**src/hdl/dcps_map.svh**
```systemverilog
`ifndef DCPS_MAP_SVH
`define DCPS_MAP_SVH
// nominal bit time and tolerated range, in ns
`define DCPS_BIT_NS 500
`define DCPS_BIT_CYC ((`DCPS_BIT_NS + 4) / 5)
// slowest tolerated rate 1.45 Mbit/s, bit time about 690 ns
`define DCPS_IDLE_NS 1380
`define DCPS_IDLE_CYC (`DCPS_IDLE_NS / 5)
// identifier with no forwarding
`define DCPS_ID_NONE 6'h00
`define DCPS_ID_W 6
`endif

```
**src/hdl/dcps_pkg.sv**
```systemverilog
package dcps_pkg;
  typedef enum logic [4:0] {
    DCPS_SLEEP = 5'b00001,
    DCPS_WAKE = 5'b00010,
    DCPS_WAKEOUT = 5'b00100,
    DCPS_IDLE = 5'b01000,
    DCPS_RESP = 5'b10000
  } dcps_state_e;
  typedef enum logic [1:0] {
    DCPS_SRC_NONE = 2'h0,
    DCPS_SRC_SLOW = 2'h1,
    DCPS_SRC_FAST = 2'h2,
    DCPS_SRC_CHAIN = 2'h3
  } dcps_src_e;
endpackage

```
**src/hdl/dcps_port_selector.sv**
```systemverilog
`timescale 1ns/1ps
`include "dcps_map.svh"
// Functional notes
// - serial unit uses one pin, auto direction
// - slow unit on pin zero, fast pin one
// - asleep, both shared pins receive only
// - wake on pin with supply ok enables serial
// - slow pin wake gives host below direction
// - serial wake disables pin io until rewake
// - chain wake keeps io, serial units off
// - slow wake emits wake on high side
// - fast wake emits wake on low side
// - each chain port drives and receives
// - repeat frames unless id zero, asleep, emitting wake or answering
// - forward direction follows wake side
// - act only on good crc, matching id
// - links run nominal 2 Mbit/s
// - requests pass away from the host
module dcps_port_selector (
  input wire logic ref_clk,
  input wire logic srst,
  input wire logic logicSupplyOk,
  input wire logic sleepReq,
  input wire logic [5:0] ownNodeNumber,
  input wire logic sharedPinZeroIn,
  output logic sharedPinZeroOut,
  output logic sharedPinZeroOe,
  input wire logic sharedPinOneIn,
  output logic sharedPinOneOut,
  output logic sharedPinOneOe,
  input wire logic ioZeroOut,
  input wire logic ioZeroOe,
  input wire logic ioOneOut,
  input wire logic ioOneOe,
  input wire logic highSideRx,
  input wire logic highSideWake,
  output logic highSideTx,
  output logic highSideTxEn,
  output logic highSideWakeOut,
  input wire logic lowSideRx,
  input wire logic lowSideWake,
  output logic lowSideTx,
  output logic lowSideTxEn,
  output logic lowSideWakeOut,
  input wire logic respActive,
  input wire logic respData,
  input wire logic frameDone,
  input wire logic crcGood,
  input wire logic [5:0] frameId,
  output logic serialRx,
  output logic frameAccept,
  output dcps_pkg::dcps_src_e wakeSource,
  output logic hostBelow,
  output logic hostAbove,
  output logic awake
);
  import dcps_pkg::*;

  dcps_state_e state_reg, state_next;
  dcps_src_e src_reg, src_next;
  logic [8:0] cnt_reg, cnt_next;
  logic acc_reg;
  logic txZero_reg, txOne_reg;

  // wake detection: a low on an idle-high serial pin, or a chain wake
  wire slowWake = !sharedPinZeroIn && logicSupplyOk;
  wire fastWake = !sharedPinOneIn && logicSupplyOk;
  wire chainWake = highSideWake || lowSideWake;
  wire isSleep = (state_reg == DCPS_SLEEP);
  wire serialMode = (src_reg == DCPS_SRC_SLOW) || (src_reg == DCPS_SRC_FAST);
  logic lowSeen_reg, lowSeen_next;
  wire below = (src_reg == DCPS_SRC_SLOW) || (src_reg == DCPS_SRC_CHAIN && lowSeen_reg);
  wire idOk = (ownNodeNumber != `DCPS_ID_NONE);
  wire fwdOn = !isSleep && idOk && (state_reg != DCPS_WAKEOUT);
  wire [8:0] bitCyc = 9'(`DCPS_BIT_CYC);
  wire [8:0] idleCyc = 9'(`DCPS_IDLE_CYC);

  // sequencing: wake, wait, emit wake toward chain after a serial wake, then idle
  always_comb begin
    state_next = state_reg;
    src_next = src_reg;
    cnt_next = cnt_reg;
    lowSeen_next = lowSeen_reg;
    case (state_reg)
      DCPS_SLEEP: begin
        cnt_next = 9'h000;
        if (slowWake) begin
          src_next = DCPS_SRC_SLOW;
          state_next = DCPS_WAKE;
        end else if (fastWake) begin
          src_next = DCPS_SRC_FAST;
          state_next = DCPS_WAKE;
        end else if (chainWake) begin
          src_next = DCPS_SRC_CHAIN;
          lowSeen_next = lowSideWake;
          state_next = DCPS_WAKE;
        end
      end
      DCPS_WAKE: begin
        cnt_next = cnt_reg + 9'h001;
        if (cnt_reg >= idleCyc) begin
          cnt_next = 9'h000;
          state_next = serialMode ? DCPS_WAKEOUT : DCPS_IDLE;
        end
      end
      DCPS_WAKEOUT: begin
        cnt_next = cnt_reg + 9'h001;
        if (cnt_reg >= bitCyc) begin
          state_next = DCPS_IDLE;
        end
      end
      DCPS_IDLE: begin
        if (respActive) begin
          state_next = DCPS_RESP;
        end
      end
      DCPS_RESP: begin
        if (!respActive) begin
          state_next = DCPS_IDLE;
        end
      end
      default: begin
        state_next = DCPS_SLEEP;
      end
    endcase
    if (sleepReq) begin
      state_next = DCPS_SLEEP;
      src_next = DCPS_SRC_NONE;
      lowSeen_next = 1'b0;
    end
  end

  // source and direction held until the next sleep
  always_ff @(posedge ref_clk) begin
    if (srst) begin
      state_reg <= DCPS_SLEEP;
      src_reg <= DCPS_SRC_NONE;
      cnt_reg <= 9'h000;
      lowSeen_reg <= 1'b0;
    end else begin
      state_reg <= state_next;
      src_reg <= src_next;
      cnt_reg <= cnt_next;
      lowSeen_reg <= lowSeen_next;
    end
  end

  // serial transmit only while answering; otherwise the pin listens
  wire zeroSerial = (src_reg == DCPS_SRC_SLOW) && !isSleep;
  wire oneSerial = (src_reg == DCPS_SRC_FAST) && !isSleep;
  wire ioAllowed = (src_reg == DCPS_SRC_CHAIN) && !isSleep;
  wire zeroTx = zeroSerial && (state_reg == DCPS_RESP);
  wire oneTx = oneSerial && (state_reg == DCPS_RESP);
  always_ff @(posedge ref_clk) begin
    if (srst) begin
      txZero_reg <= 1'b1;
      txOne_reg <= 1'b1;
    end else begin
      // load on the request, not the state, so the first answer bit is not lost
      txZero_reg <= (zeroSerial && respActive) ? respData : 1'b1;
      txOne_reg <= (oneSerial && respActive) ? respData : 1'b1;
    end
  end
  assign sharedPinZeroOe = zeroTx || (ioAllowed && ioZeroOe);
  assign sharedPinOneOe = oneTx || (ioAllowed && ioOneOe);
  assign sharedPinZeroOut = zeroTx ? txZero_reg : (ioAllowed && ioZeroOut);
  assign sharedPinOneOut = oneTx ? txOne_reg : (ioAllowed && ioOneOut);
  assign serialRx = zeroSerial ? sharedPinZeroIn : (oneSerial ? sharedPinOneIn : 1'b1);

  // forwarding: requests move away from the host; responses go both ways
  wire inResp = (state_reg == DCPS_RESP);
  wire fwdUp = fwdOn && below && !inResp;
  wire fwdDown = fwdOn && !below && !inResp;
  wire srcUpRx = serialMode ? serialRx : lowSideRx;
  wire srcDnRx = serialMode ? serialRx : highSideRx;
  assign highSideTxEn = fwdUp || inResp || (state_reg == DCPS_WAKEOUT && below);
  assign lowSideTxEn = fwdDown || inResp || (state_reg == DCPS_WAKEOUT && !below);
  assign highSideTx = inResp ? respData : (fwdUp ? srcUpRx : 1'b1);
  assign lowSideTx = inResp ? respData : (fwdDown ? srcDnRx : 1'b1);
  // slow wake means host below, so wake goes upward
  assign highSideWakeOut = (state_reg == DCPS_WAKEOUT) && (src_reg == DCPS_SRC_SLOW);
  assign lowSideWakeOut = (state_reg == DCPS_WAKEOUT) && (src_reg == DCPS_SRC_FAST);

  // frame acceptance registered for one cycle
  always_ff @(posedge ref_clk) begin
    if (srst) begin
      acc_reg <= 1'b0;
    end else begin
      acc_reg <= frameDone && crcGood && (frameId == ownNodeNumber) && !isSleep;
    end
  end
  assign frameAccept = acc_reg;
  assign wakeSource = src_reg;
  assign hostBelow = !isSleep && below;
  assign hostAbove = !isSleep && (src_reg != DCPS_SRC_NONE) && !below;
  assign awake = !isSleep;

  chk_sleep_quiet: assert property (@(posedge ref_clk) disable iff (srst)
    isSleep |-> !sharedPinZeroOe && !sharedPinOneOe) else $error("pin driven in sleep");
  chk_slow_dir: assert property (@(posedge ref_clk) disable iff (srst)
    isSleep && slowWake && !sleepReq |=> hostBelow) else $error("slow wake not below");
  chk_fast_dir: assert property (@(posedge ref_clk) disable iff (srst)
    isSleep && !slowWake && fastWake && !sleepReq |=> hostAbove) else $error("fast wake dir");
  chk_src_hold: assert property (@(posedge ref_clk) disable iff (srst)
    !isSleep && !sleepReq |=> $stable(src_reg)) else $error("source changed awake");
  chk_chain_io: assert property (@(posedge ref_clk) disable iff (srst)
    src_reg == DCPS_SRC_CHAIN |-> !zeroTx && !oneTx) else $error("serial on chain wake");
  chk_wake_high: assert property (@(posedge ref_clk) disable iff (srst)
    highSideWakeOut |-> highSideTxEn && src_reg == DCPS_SRC_SLOW) else $error("bad high wake");
  chk_wake_low: assert property (@(posedge ref_clk) disable iff (srst)
    lowSideWakeOut |-> lowSideTxEn && src_reg == DCPS_SRC_FAST) else $error("bad low wake");
  chk_no_fwd: assert property (@(posedge ref_clk) disable iff (srst)
    !idOk && !inResp && !highSideWakeOut && !lowSideWakeOut |-> !highSideTxEn && !lowSideTxEn)
    else $error("forward with id zero");
  chk_accept: assert property (@(posedge ref_clk) disable iff (srst)
    frameAccept |-> $past(frameDone) && $past(crcGood) && $past(frameId) == $past(ownNodeNumber))
    else $error("bad accept");
  chk_resp_pin: assert property (@(posedge ref_clk) disable iff (srst)
    inResp && zeroSerial |-> sharedPinZeroOe && !sharedPinOneOe) else $error("answer pin off");
  chk_fwd_dir: assert property (@(posedge ref_clk) disable iff (srst)
    fwdUp |-> !lowSideTxEn) else $error("forward both ways");
endmodule

```
**config.mk**
```make
export PLATFORM = sky130hd
export DESIGN_NAME = dcps_port_selector
export DESIGN_NICKNAME = d
export VERILOG_FILES = /design/src/hdl/dcps_pkg.sv /design/src/hdl/dcps_port_selector.sv
export VERILOG_INCLUDE_DIRS = /design/src /design/src/hdl
export SDC_FILE = /design/constraint.sdc
export NUM_CORES = 1
export LEC_CHECK = 0
export BUFFER_PORTS_ARGS = -buffer_cell sky130_fd_sc_hd__buf_4
export CAP_MARGIN = 20
export CELL_PAD_IN_SITES_DETAIL_PLACEMENT = 0
export CELL_PAD_IN_SITES_GLOBAL_PLACEMENT = 2
export CORE_MARGIN = 3
export CORE_UTILIZATION = 25
export DETAILED_ROUTE_END_ITERATION = 16
export GPL_TIMING_DRIVEN = 0
export PLACE_DENSITY_LB_ADDON = 0.1
export SLEW_MARGIN = 20
export SYNTH_ARGS = -nofsm -noshare
export SYNTH_HDL_FRONTEND = slang
export SYNTH_SLANG_ARGS = --single-unit
```
**constraint.sdc**
```tcl
create_clock -name ref_clk -period 1.68 [get_ports ref_clk]
set_input_delay 0.42 -clock ref_clk [delete_from_list [all_inputs] [get_ports ref_clk]]
set_output_delay 0.42 -clock ref_clk [all_outputs]
set_load 0.01 [all_outputs]
```
==> results of run 1 <==
[final cells by class]
cell class	count	area share, %
buffer	4	1.47
inverter	7	1.25
clock buffer	4	2.88
tap	70	3.81
sequential	20	17.9
multi-input combinational	142	49.8
timing repair buffer	64	22.9
[power by group]
| group | internal (W) | switching (W) | total (W) |
|---|---|---|---|
| clock network | 0.000259 | 0.000186 | 0.000445 |
| registers | 0.000483 | 0.00000947 | 0.000492 |
| logic | 0.000226 | 0.000202 | 0.000428 |
| total | 0.000967 | 0.000398 | 0.00137 |
[synth_stat cells, types with 3 or more instances]
cell type                   n  share of area [%]
sky130_fd_sc_hd__a21boi_1   3                1.6
sky130_fd_sc_hd__a21oi_1    9                3.2
sky130_fd_sc_hd__a22oi_1    3                1.6
sky130_fd_sc_hd__a31oi_1    5                2.2
sky130_fd_sc_hd__and2_1     4                1.8
sky130_fd_sc_hd__buf_4      3                1.6
sky130_fd_sc_hd__dfxtp_1   20                 28
sky130_fd_sc_hd__ha_1       6                5.3
sky130_fd_sc_hd__inv_1      6                1.6
sky130_fd_sc_hd__nand2_1   10                2.7
sky130_fd_sc_hd__nand3_1    6                2.1
sky130_fd_sc_hd__nand4_1    3                1.3
sky130_fd_sc_hd__nor2_1    26                6.9
sky130_fd_sc_hd__nor3_1     7                2.5
sky130_fd_sc_hd__nor3b_1    3                1.6
sky130_fd_sc_hd__o211ai_1   3                1.6
sky130_fd_sc_hd__o21ai_0    5                1.8
sky130_fd_sc_hd__xnor2_1    7                4.3
sky130_fd_sc_hd__xor2_1     7                4.3
[cells in the final DEF, fill, tap and decap left out, types with 2 or more instances in the layout]
cell and instances:
sky130_fd_sc_hd__and2_4 3, sky130_fd_sc_hd__a21oi_2 3, sky130_fd_sc_hd__buf_4 56, sky130_fd_sc_hd__clkbuf_8 3
sky130_fd_sc_hd__nor2_4 3, sky130_fd_sc_hd__xnor2_1 7, sky130_fd_sc_hd__buf_6 9, sky130_fd_sc_hd__a31oi_1 3
sky130_fd_sc_hd__xor2_1 7, sky130_fd_sc_hd__a311oi_1 2, sky130_fd_sc_hd__dfxtp_4 2, sky130_fd_sc_hd__nor3b_4 2
sky130_fd_sc_hd__inv_2 3, sky130_fd_sc_hd__o21ai_1 3, sky130_fd_sc_hd__a211oi_1 2, sky130_fd_sc_hd__nor2_1 24
sky130_fd_sc_hd__a21oi_1 7, sky130_fd_sc_hd__dfxtp_1 14, sky130_fd_sc_hd__o211ai_1 3, sky130_fd_sc_hd__nand2_1 10
sky130_fd_sc_hd__ha_1 4, sky130_fd_sc_hd__o21ai_0 2, sky130_fd_sc_hd__a31oi_2 2, sky130_fd_sc_hd__inv_1 3
sky130_fd_sc_hd__o21ai_2 2, sky130_fd_sc_hd__a21boi_1 3, sky130_fd_sc_hd__a22oi_1 3, sky130_fd_sc_hd__nor3_4 2
sky130_fd_sc_hd__nand4_1 3, sky130_fd_sc_hd__nor3_2 3, sky130_fd_sc_hd__nand3_1 6, sky130_fd_sc_hd__nor3_1 3
sky130_fd_sc_hd__dfxtp_2 4
[per-stage QoR]
step | TNS (ns) | util (%) | hold WS [ns] | total power, W | setup slack (ns)
global route | -6.67 | 43.4 | 0.360 | 0.00142 | -0.574
global placement | -2.37 | 36.4 | 0.537 | 0.000820 | -0.346
detailed placement | -2.21 | 36.4 | 0.539 | 0.000822 | -0.333
floorplan | -0.196 | - | 0.492 | 0.000688 | -0.0979
CTS | -5.60 | 41.1 | 0.353 | 0.00134 | -0.535
finish | -5.25 | 43.4 | 0.355 | 0.00137 | -0.489
[kinds of logic (layout without fill, tap and decap cells)]
kind of cell               Yosys count  in the layout  share of synthesized area (%)
xor gates and xnor gates            15             15                           9.81
adders and majority gates            6              6                           5.30
DFF                                 20             20                           28.3
and+or+nand+nor                     77             77                           29.4
buffers and inverters               15             79                           5.48
AOI/OAI and AO/OA                   44             44                           21.7
[timing repair]
item | 4_1_cts | 5_1_grt
hold buffers | 0 | 0
hold endpoints to repair | 0 | 0
pin swaps | 12 | 15
setup endpoints to repair | 14 | 28
gates resized for setup | 30 | 26
setup buffers | 13 | 7
[layer usage]
metal / wire length [um] / part of all wire, % / vias to the layer above / GRT usage [%]
li1: - / - / 765 / -
met1: 2130 / 46 / 742 / 19.4
met2: 2180 / 47 / 45 / 21.8
met3: 254 / 5.5 / 10 / 2.77
met4: 91 / 2.0 / 0 / 4.39
met5: 0 / 0 / - / 0
[final timing paths]
kind                                end  cells after the start
min reg2reg     cnt_reg[8]$_SDFFE_PP0P_                      2
max                           lowSideTx                      7
min          wakeSource[1]$_SDFFE_PP0P_                      2
max reg2reg  wakeSource[0]$_SDFFE_PP0P_                      9
[worst reg2reg max path, delay by kind of cell, from the launching register on]
kind,cells,cell delay (ns)
simple gates,2,0.47
compound gates,2,0.26
flops,1,0.32
buf+inv,5,0.58
==> metrics.csv, run 1 <==
metric,value,unit
run status,"complete, but fails checks",
violated checks,setup timing,
total routed wirelength,4660,um
clock edge transition at the registers on the reported setup and hold paths,0.09,ns
reported leakage power,0.887,nW
clock network latency to the later pin of the worst-skew pair,0.26,ns
Mapped Nets,213,
GR Util All Layers,14.0,%
area of the multi-input gates,1140,um^2
detailed-route vias per instance,5.02,
starting density of the core,26.7,%
antenna cell count,0,
post-detail-place hpwl,3370,um
total congestion overflow,0,
kind of end point of the critical path,primary output,
register area,413,um^2
Max Fclk,461,MHz
cell area after synthesis,1420,um^2
maxcap violations,0,
gate count of the mapped netlist,177,
antenna violations before repair,0,
Chip Width,81.3,um
ratio of cells with drive above 1 in the final layout,48.5,%
ordered list of cells on the worst path,"buf_6, nor4_4, and2_4, a21oi_2, nor3b_4, a31oi_2, buf_4",
Die Area,6600,um^2
required time at the endpoint of the critical path,1.26,ns
H-tree lvl count,1,
cell total after placement,293,
hold violation count in the final report,0,
via count of the first global-routing pass,1572,
critical path startpoint,state_reg[2]$_SDFFE_PP0P_,
area of the core,5300,um^2
post-synth cell types,54,
Tightest Hold Check Type,in2reg,
Final Instance Area,2300,um^2
number of nets with antenna violations after detailed routing,0,
layout-stage area growth over the synthesis result,62.5,%
crit-path max FO,3,
number of fill cells,533,
fraction of registers with async set or reset after synthesis,0,%
number of primary I/O pins,47,
hold path start,logicSupplyOk,
first-pass GRT wire length,7270,um
largest net degree at the start of global routing,13,
weighted congestion at the end of routability-driven global placement,0.818,
Layout Cells excl Fill,311,
root buffer cell,sky130_fd_sc_hd__clkbuf_8,
CTS tree,done,
clock tree skew after final layout,0.00220,ns
first-iteration detailed-routing DRC count,55,
detailed-route wire length per cell,15.0,um
Port Buffer Count,46,
sequential fraction of the synthesis area,28.3,%
DRC violation count after routing,0,
iteration count of the initial detailed-routing pass,4,
row count,26,
Max transition margin,72.0,%
unrepaired setup endpoints after global routing,yes,
min cycle time layout,2.17,ns
Die Ht,81.3,um
Final #Nets,278,
#FFs+latches synth,20,
mean instance size in the synthesized netlist,8.00,um^2
commonest register cell after synthesis,sky130_fd_sc_hd__dfxtp_1,
maximum clock path buffer count,2,
number of warnings reported in the yosys synthesis log,0,
reg2reg start,state_reg[2]$_SDFFE_PP0P_,
category of the critical setup timing path,reg2out,
setup slack after layout,-0.489,ns
Largest register FFs,9,
total power divided by cell area,593,nW/um^2
worst IR drop on VDD,0.265,mV
highest cell delay on the worst timing path,0.32,ns
clock buffer count from CTS,3,
"Period Utilization, post-route",129,%
top cell family by delay on the critical path,simple AND/OR/NAND/NOR gates,
number of sinks on the clock net,20,
Register-to-Register Setup Slack,-0.06,ns
Worst setup SP type,register,
"Slew Viols, Final",0,
post-placement cell area,1930,um^2
"slowest stage cell, crit path",sky130_fd_sc_hd__dfxtp_2,
crit path buf inv count,2,
number of flops mapped to enable cells by yosys,0,
worst path arrival time,1.75,ns
total via count in the routed design,1562,
number of setup violations in the final report,16,
transition time of the tightest slew-check pin,0.414,ns
Note: power is estimated with default switching activity, not from simulation.
==> run 2, diff against run 1 <==
--- a/config.mk
+++ b/config.mk
@@ -6,7 +6,7 @@
 export SDC_FILE = /design/constraint.sdc
 export NUM_CORES = 1
 export LEC_CHECK = 0
-export BUFFER_PORTS_ARGS = -buffer_cell sky130_fd_sc_hd__buf_4
+export BUFFER_PORTS_ARGS = -buffer_cell sky130_fd_sc_hd__buf_2
 export CAP_MARGIN = 20
 export CELL_PAD_IN_SITES_DETAIL_PLACEMENT = 0
 export CELL_PAD_IN_SITES_GLOBAL_PLACEMENT = 2
==> run 2 against run 1 <==
  * Highest routed layer unchanged
  * The flow still finishes with violations (setup timing)
  * Critical endpoint is now highSideTx
  * Sequential power is essentially flat
  * Clock skew shrank 0.00072 ns
  * Worst hold slack gained 0.010 ns
==> metrics.csv, run 2 (synthesis gave the netlist of run 1 again) <==
metric,value,unit,change
run status,"complete, but fails checks",,
violated checks,setup timing,,
part of the total power dissipated in sequential elements,37.2,%,+1.1 points
clock buffer count from CTS,3,,unchanged
clock tree skew after final layout,0.00148,ns,-0.000715 ns
area of the core,5300,um^2,unchanged
unrepaired setup endpoints after global routing,yes,,
number of setup violations in the final report,14,,-2
layout-stage area growth over the synthesis result,62.0,%,
clock network latency to the later pin of the worst-skew pair,0.26,ns,about the same
CTS tree,done,,
total via count in the routed design,1541,,-1.3%
Hold WS,0.365,ns,+0.0101 ns
maxcap violations,0,,unchanged
Worst Setup Slack post-DPL,-0.355,ns,-0.0225 ns
Port Buffer Count,46,,unchanged
H-tree lvl count,1,,unchanged
"most common cell after layout, fill and taps aside",sky130_fd_sc_hd__buf_2,,
worst path arrival time,1.72,ns,-0.03 ns
detailed-route wire length per cell,14.4,um,-3.5%
Chip Width,81.3,um,unchanged
Final #Nets,287,,+3.2%
setup slack after layout,-0.460,ns,+0.0291 ns
Die Ht,81.3,um,unchanged
largest net degree at the start of global routing,13,,unchanged
Max transition margin,74.0,%,+2.0 points
antenna violations before repair,0,,unchanged
antenna cell count,0,,unchanged
GR Util All Layers,13.8,%,-0.28 points
Register-to-Register Setup Slack,0.04,ns,+0.10 ns
via count of the first global-routing pass,1489,,-5.3%
"Period Utilization, post-route",127,%,-1.7 points
Die Area,6600,um^2,unchanged
min cycle time layout,2.14,ns,-0.0291 ns
Comb power frac,29.0,%,-2.4 points
cell total after placement,293,,unchanged
NetSw,0.000396,W,-0.51%
total power divided by cell area,578,nW/um^2,-2.6%
ratio of cells with drive above 1 in the final layout,51.6,%,+3.1 points
number of nets with antenna violations after detailed routing,0,,unchanged
Net Sw Frac,29.9,%,+0.71 points
"top library cells by usage in the layout, fill and taps aside","sky130_fd_sc_hd__buf_2, sky130_fd_sc_hd__nor2_1, sky130_fd_sc_hd__buf_4",,
first-iteration detailed-routing DRC count,42,,-24%
required time at the endpoint of the critical path,1.26,ns,about the same
number of primary I/O pins,47,,unchanged
transition time of the tightest slew-check pin,0.384,ns,-0.0302 ns
number of fill cells,532,,-0.19%
number of sinks on the clock net,20,,unchanged
Worst setup SP type,register,,
Clk network pwr share,33.8,%,+1.2 points
maximum clock path buffer count,2,,unchanged
Largest register FFs,9,,unchanged
weighted congestion at the end of routability-driven global placement,0.764,,-6.6%
kind of end point of the critical path,primary output,,
total routed wirelength,4620,um,-0.73%
post-detail-place hpwl,3320,um,-1.3%
iteration count of the initial detailed-routing pass,4,,unchanged
reported leakage power,0.901,nW,+1.5%
"Slew Viols, Final",0,,unchanged
detailed-route vias per instance,4.82,,-4.1%
category of the critical setup timing path,reg2out,,
clock edge transition at the registers on the reported setup and hold paths,0.09,ns,about the same
row count,26,,unchanged
hold violation count in the final report,0,,unchanged
crit-path max FO,4,,+1
Max Fclk,467,MHz,+1.4%
DRC violation count after routing,0,,unchanged
worst IR drop on VDD,0.275,mV,+3.6%
Tightest Hold Check Type,in2reg,,
root buffer cell,sky130_fd_sc_hd__clkbuf_8,,
Int Pwr,0.000930,W,-3.8%
Layout Cells excl Fill,320,,+2.9%
total congestion overflow,0,,unchanged
first-pass GRT wire length,7080,um,-2.7%
starting density of the core,26.7,%,unchanged
[run 2: cell types whose count changed in the layout (fill, tap and decap cells not counted), moves of 2 or more]
cell / previous run / this run
sky130_fd_sc_hd__ha_4: 1 / 3
sky130_fd_sc_hd__buf_2: 0 / 44
sky130_fd_sc_hd__dfxtp_2: 4 / 1
sky130_fd_sc_hd__buf_4: 56 / 21
sky130_fd_sc_hd__ha_1: 4 / 2
sky130_fd_sc_hd__dfxtp_4: 2 / 5
sky130_fd_sc_hd__nor2_2: 1 / 3
[run 2: per-stage QoR]
step	TNS, ns	power, W	area (um^2)	utilization, %
detailed placement	-2.26	0.000794	1820	34.2
global route	-6.29	0.00140	2290	43.3
finish	-4.94	0.00133	2290	43.3
CTS	-5.73	0.00130	2000	37.6
global placement	-2.28	0.000792	1820	34.2
floorplan	-0.196	0.000688	1500	-
[run 2: final cells by class]
| cell class | count | area, um^2 | share of cell area (%) |
|---|---|---|---|
| flip-flops and latches | 20 | 420 | 18.3 |
| well taps | 70 | 87.6 | 3.82 |
| multi-input cells | 142 | 1170 | 51.1 |
| plain buffers | 3 | 30.0 | 1.31 |
| inverters | 7 | 28.8 | 1.25 |
| clock buffers | 4 | 66.3 | 2.89 |
| repair buffers | 74 | 488 | 21.3 |
[run 2: power groups by stage]
stage                     registers (W)  logic (W)  clock network [W]
after floorplan                0.000502   0.000186                  0
after global placement         0.000503   0.000289                  0
after detailed placement       0.000504   0.000290                  0
after CTS                      0.000493   0.000336           0.000471
after global routing           0.000496   0.000420           0.000489
final                          0.000494   0.000385           0.000448
[run 2: what timing repair did]
item / in CTS / in global routing
gates resized for setup: 16 / 42
pin swaps: 6 / 21
setup endpoints to repair: 14 / 26
setup buffers: 8 / 21
hold buffers: 0 / 0
[run 2: final timing paths]
path | start | endpoint | depth (start not counted)
min | logicSupplyOk | wakeSource[0]$_SDFFE_PP0P_ | 2
min reg2reg | cnt_reg[8]$_SDFFE_PP0P_ | cnt_reg[8]$_SDFFE_PP0P_ | 2
max reg2reg | state_reg[2]$_SDFFE_PP0P_ | state_reg[4]$_SDFFE_PP0P_ | 6
max | state_reg[4]$_SDFFE_PP0P_ | highSideTx | 6
[run 2: worst max-delay path, cell delays in order, from the launching register on]
cell	delay [ns]
sky130_fd_sc_hd__dfxtp_4	0.37
sky130_fd_sc_hd__nor4_4	0.29
sky130_fd_sc_hd__and2_4	0.22
sky130_fd_sc_hd__a21oi_2	0.06
sky130_fd_sc_hd__nor3b_4	0.18
sky130_fd_sc_hd__a31oi_2	0.19
sky130_fd_sc_hd__buf_2	0.15
[run 2: layer usage]
| metal | up-vias | part of all wire [%] | global-route usage (%) | wire length [um] |
|---|---|---|---|---|
| li1 | 778 | - | - | - |
| met1 | 729 | 47 | 19.1 | 2170 |
| met2 | 30 | 48 | 21.9 | 2210 |
| met3 | 4 | 4.2 | 2.33 | 196 |
| met4 | 0 | 0.95 | 3.55 | 44 |
| met5 | - | 0 | 0 | 0 |
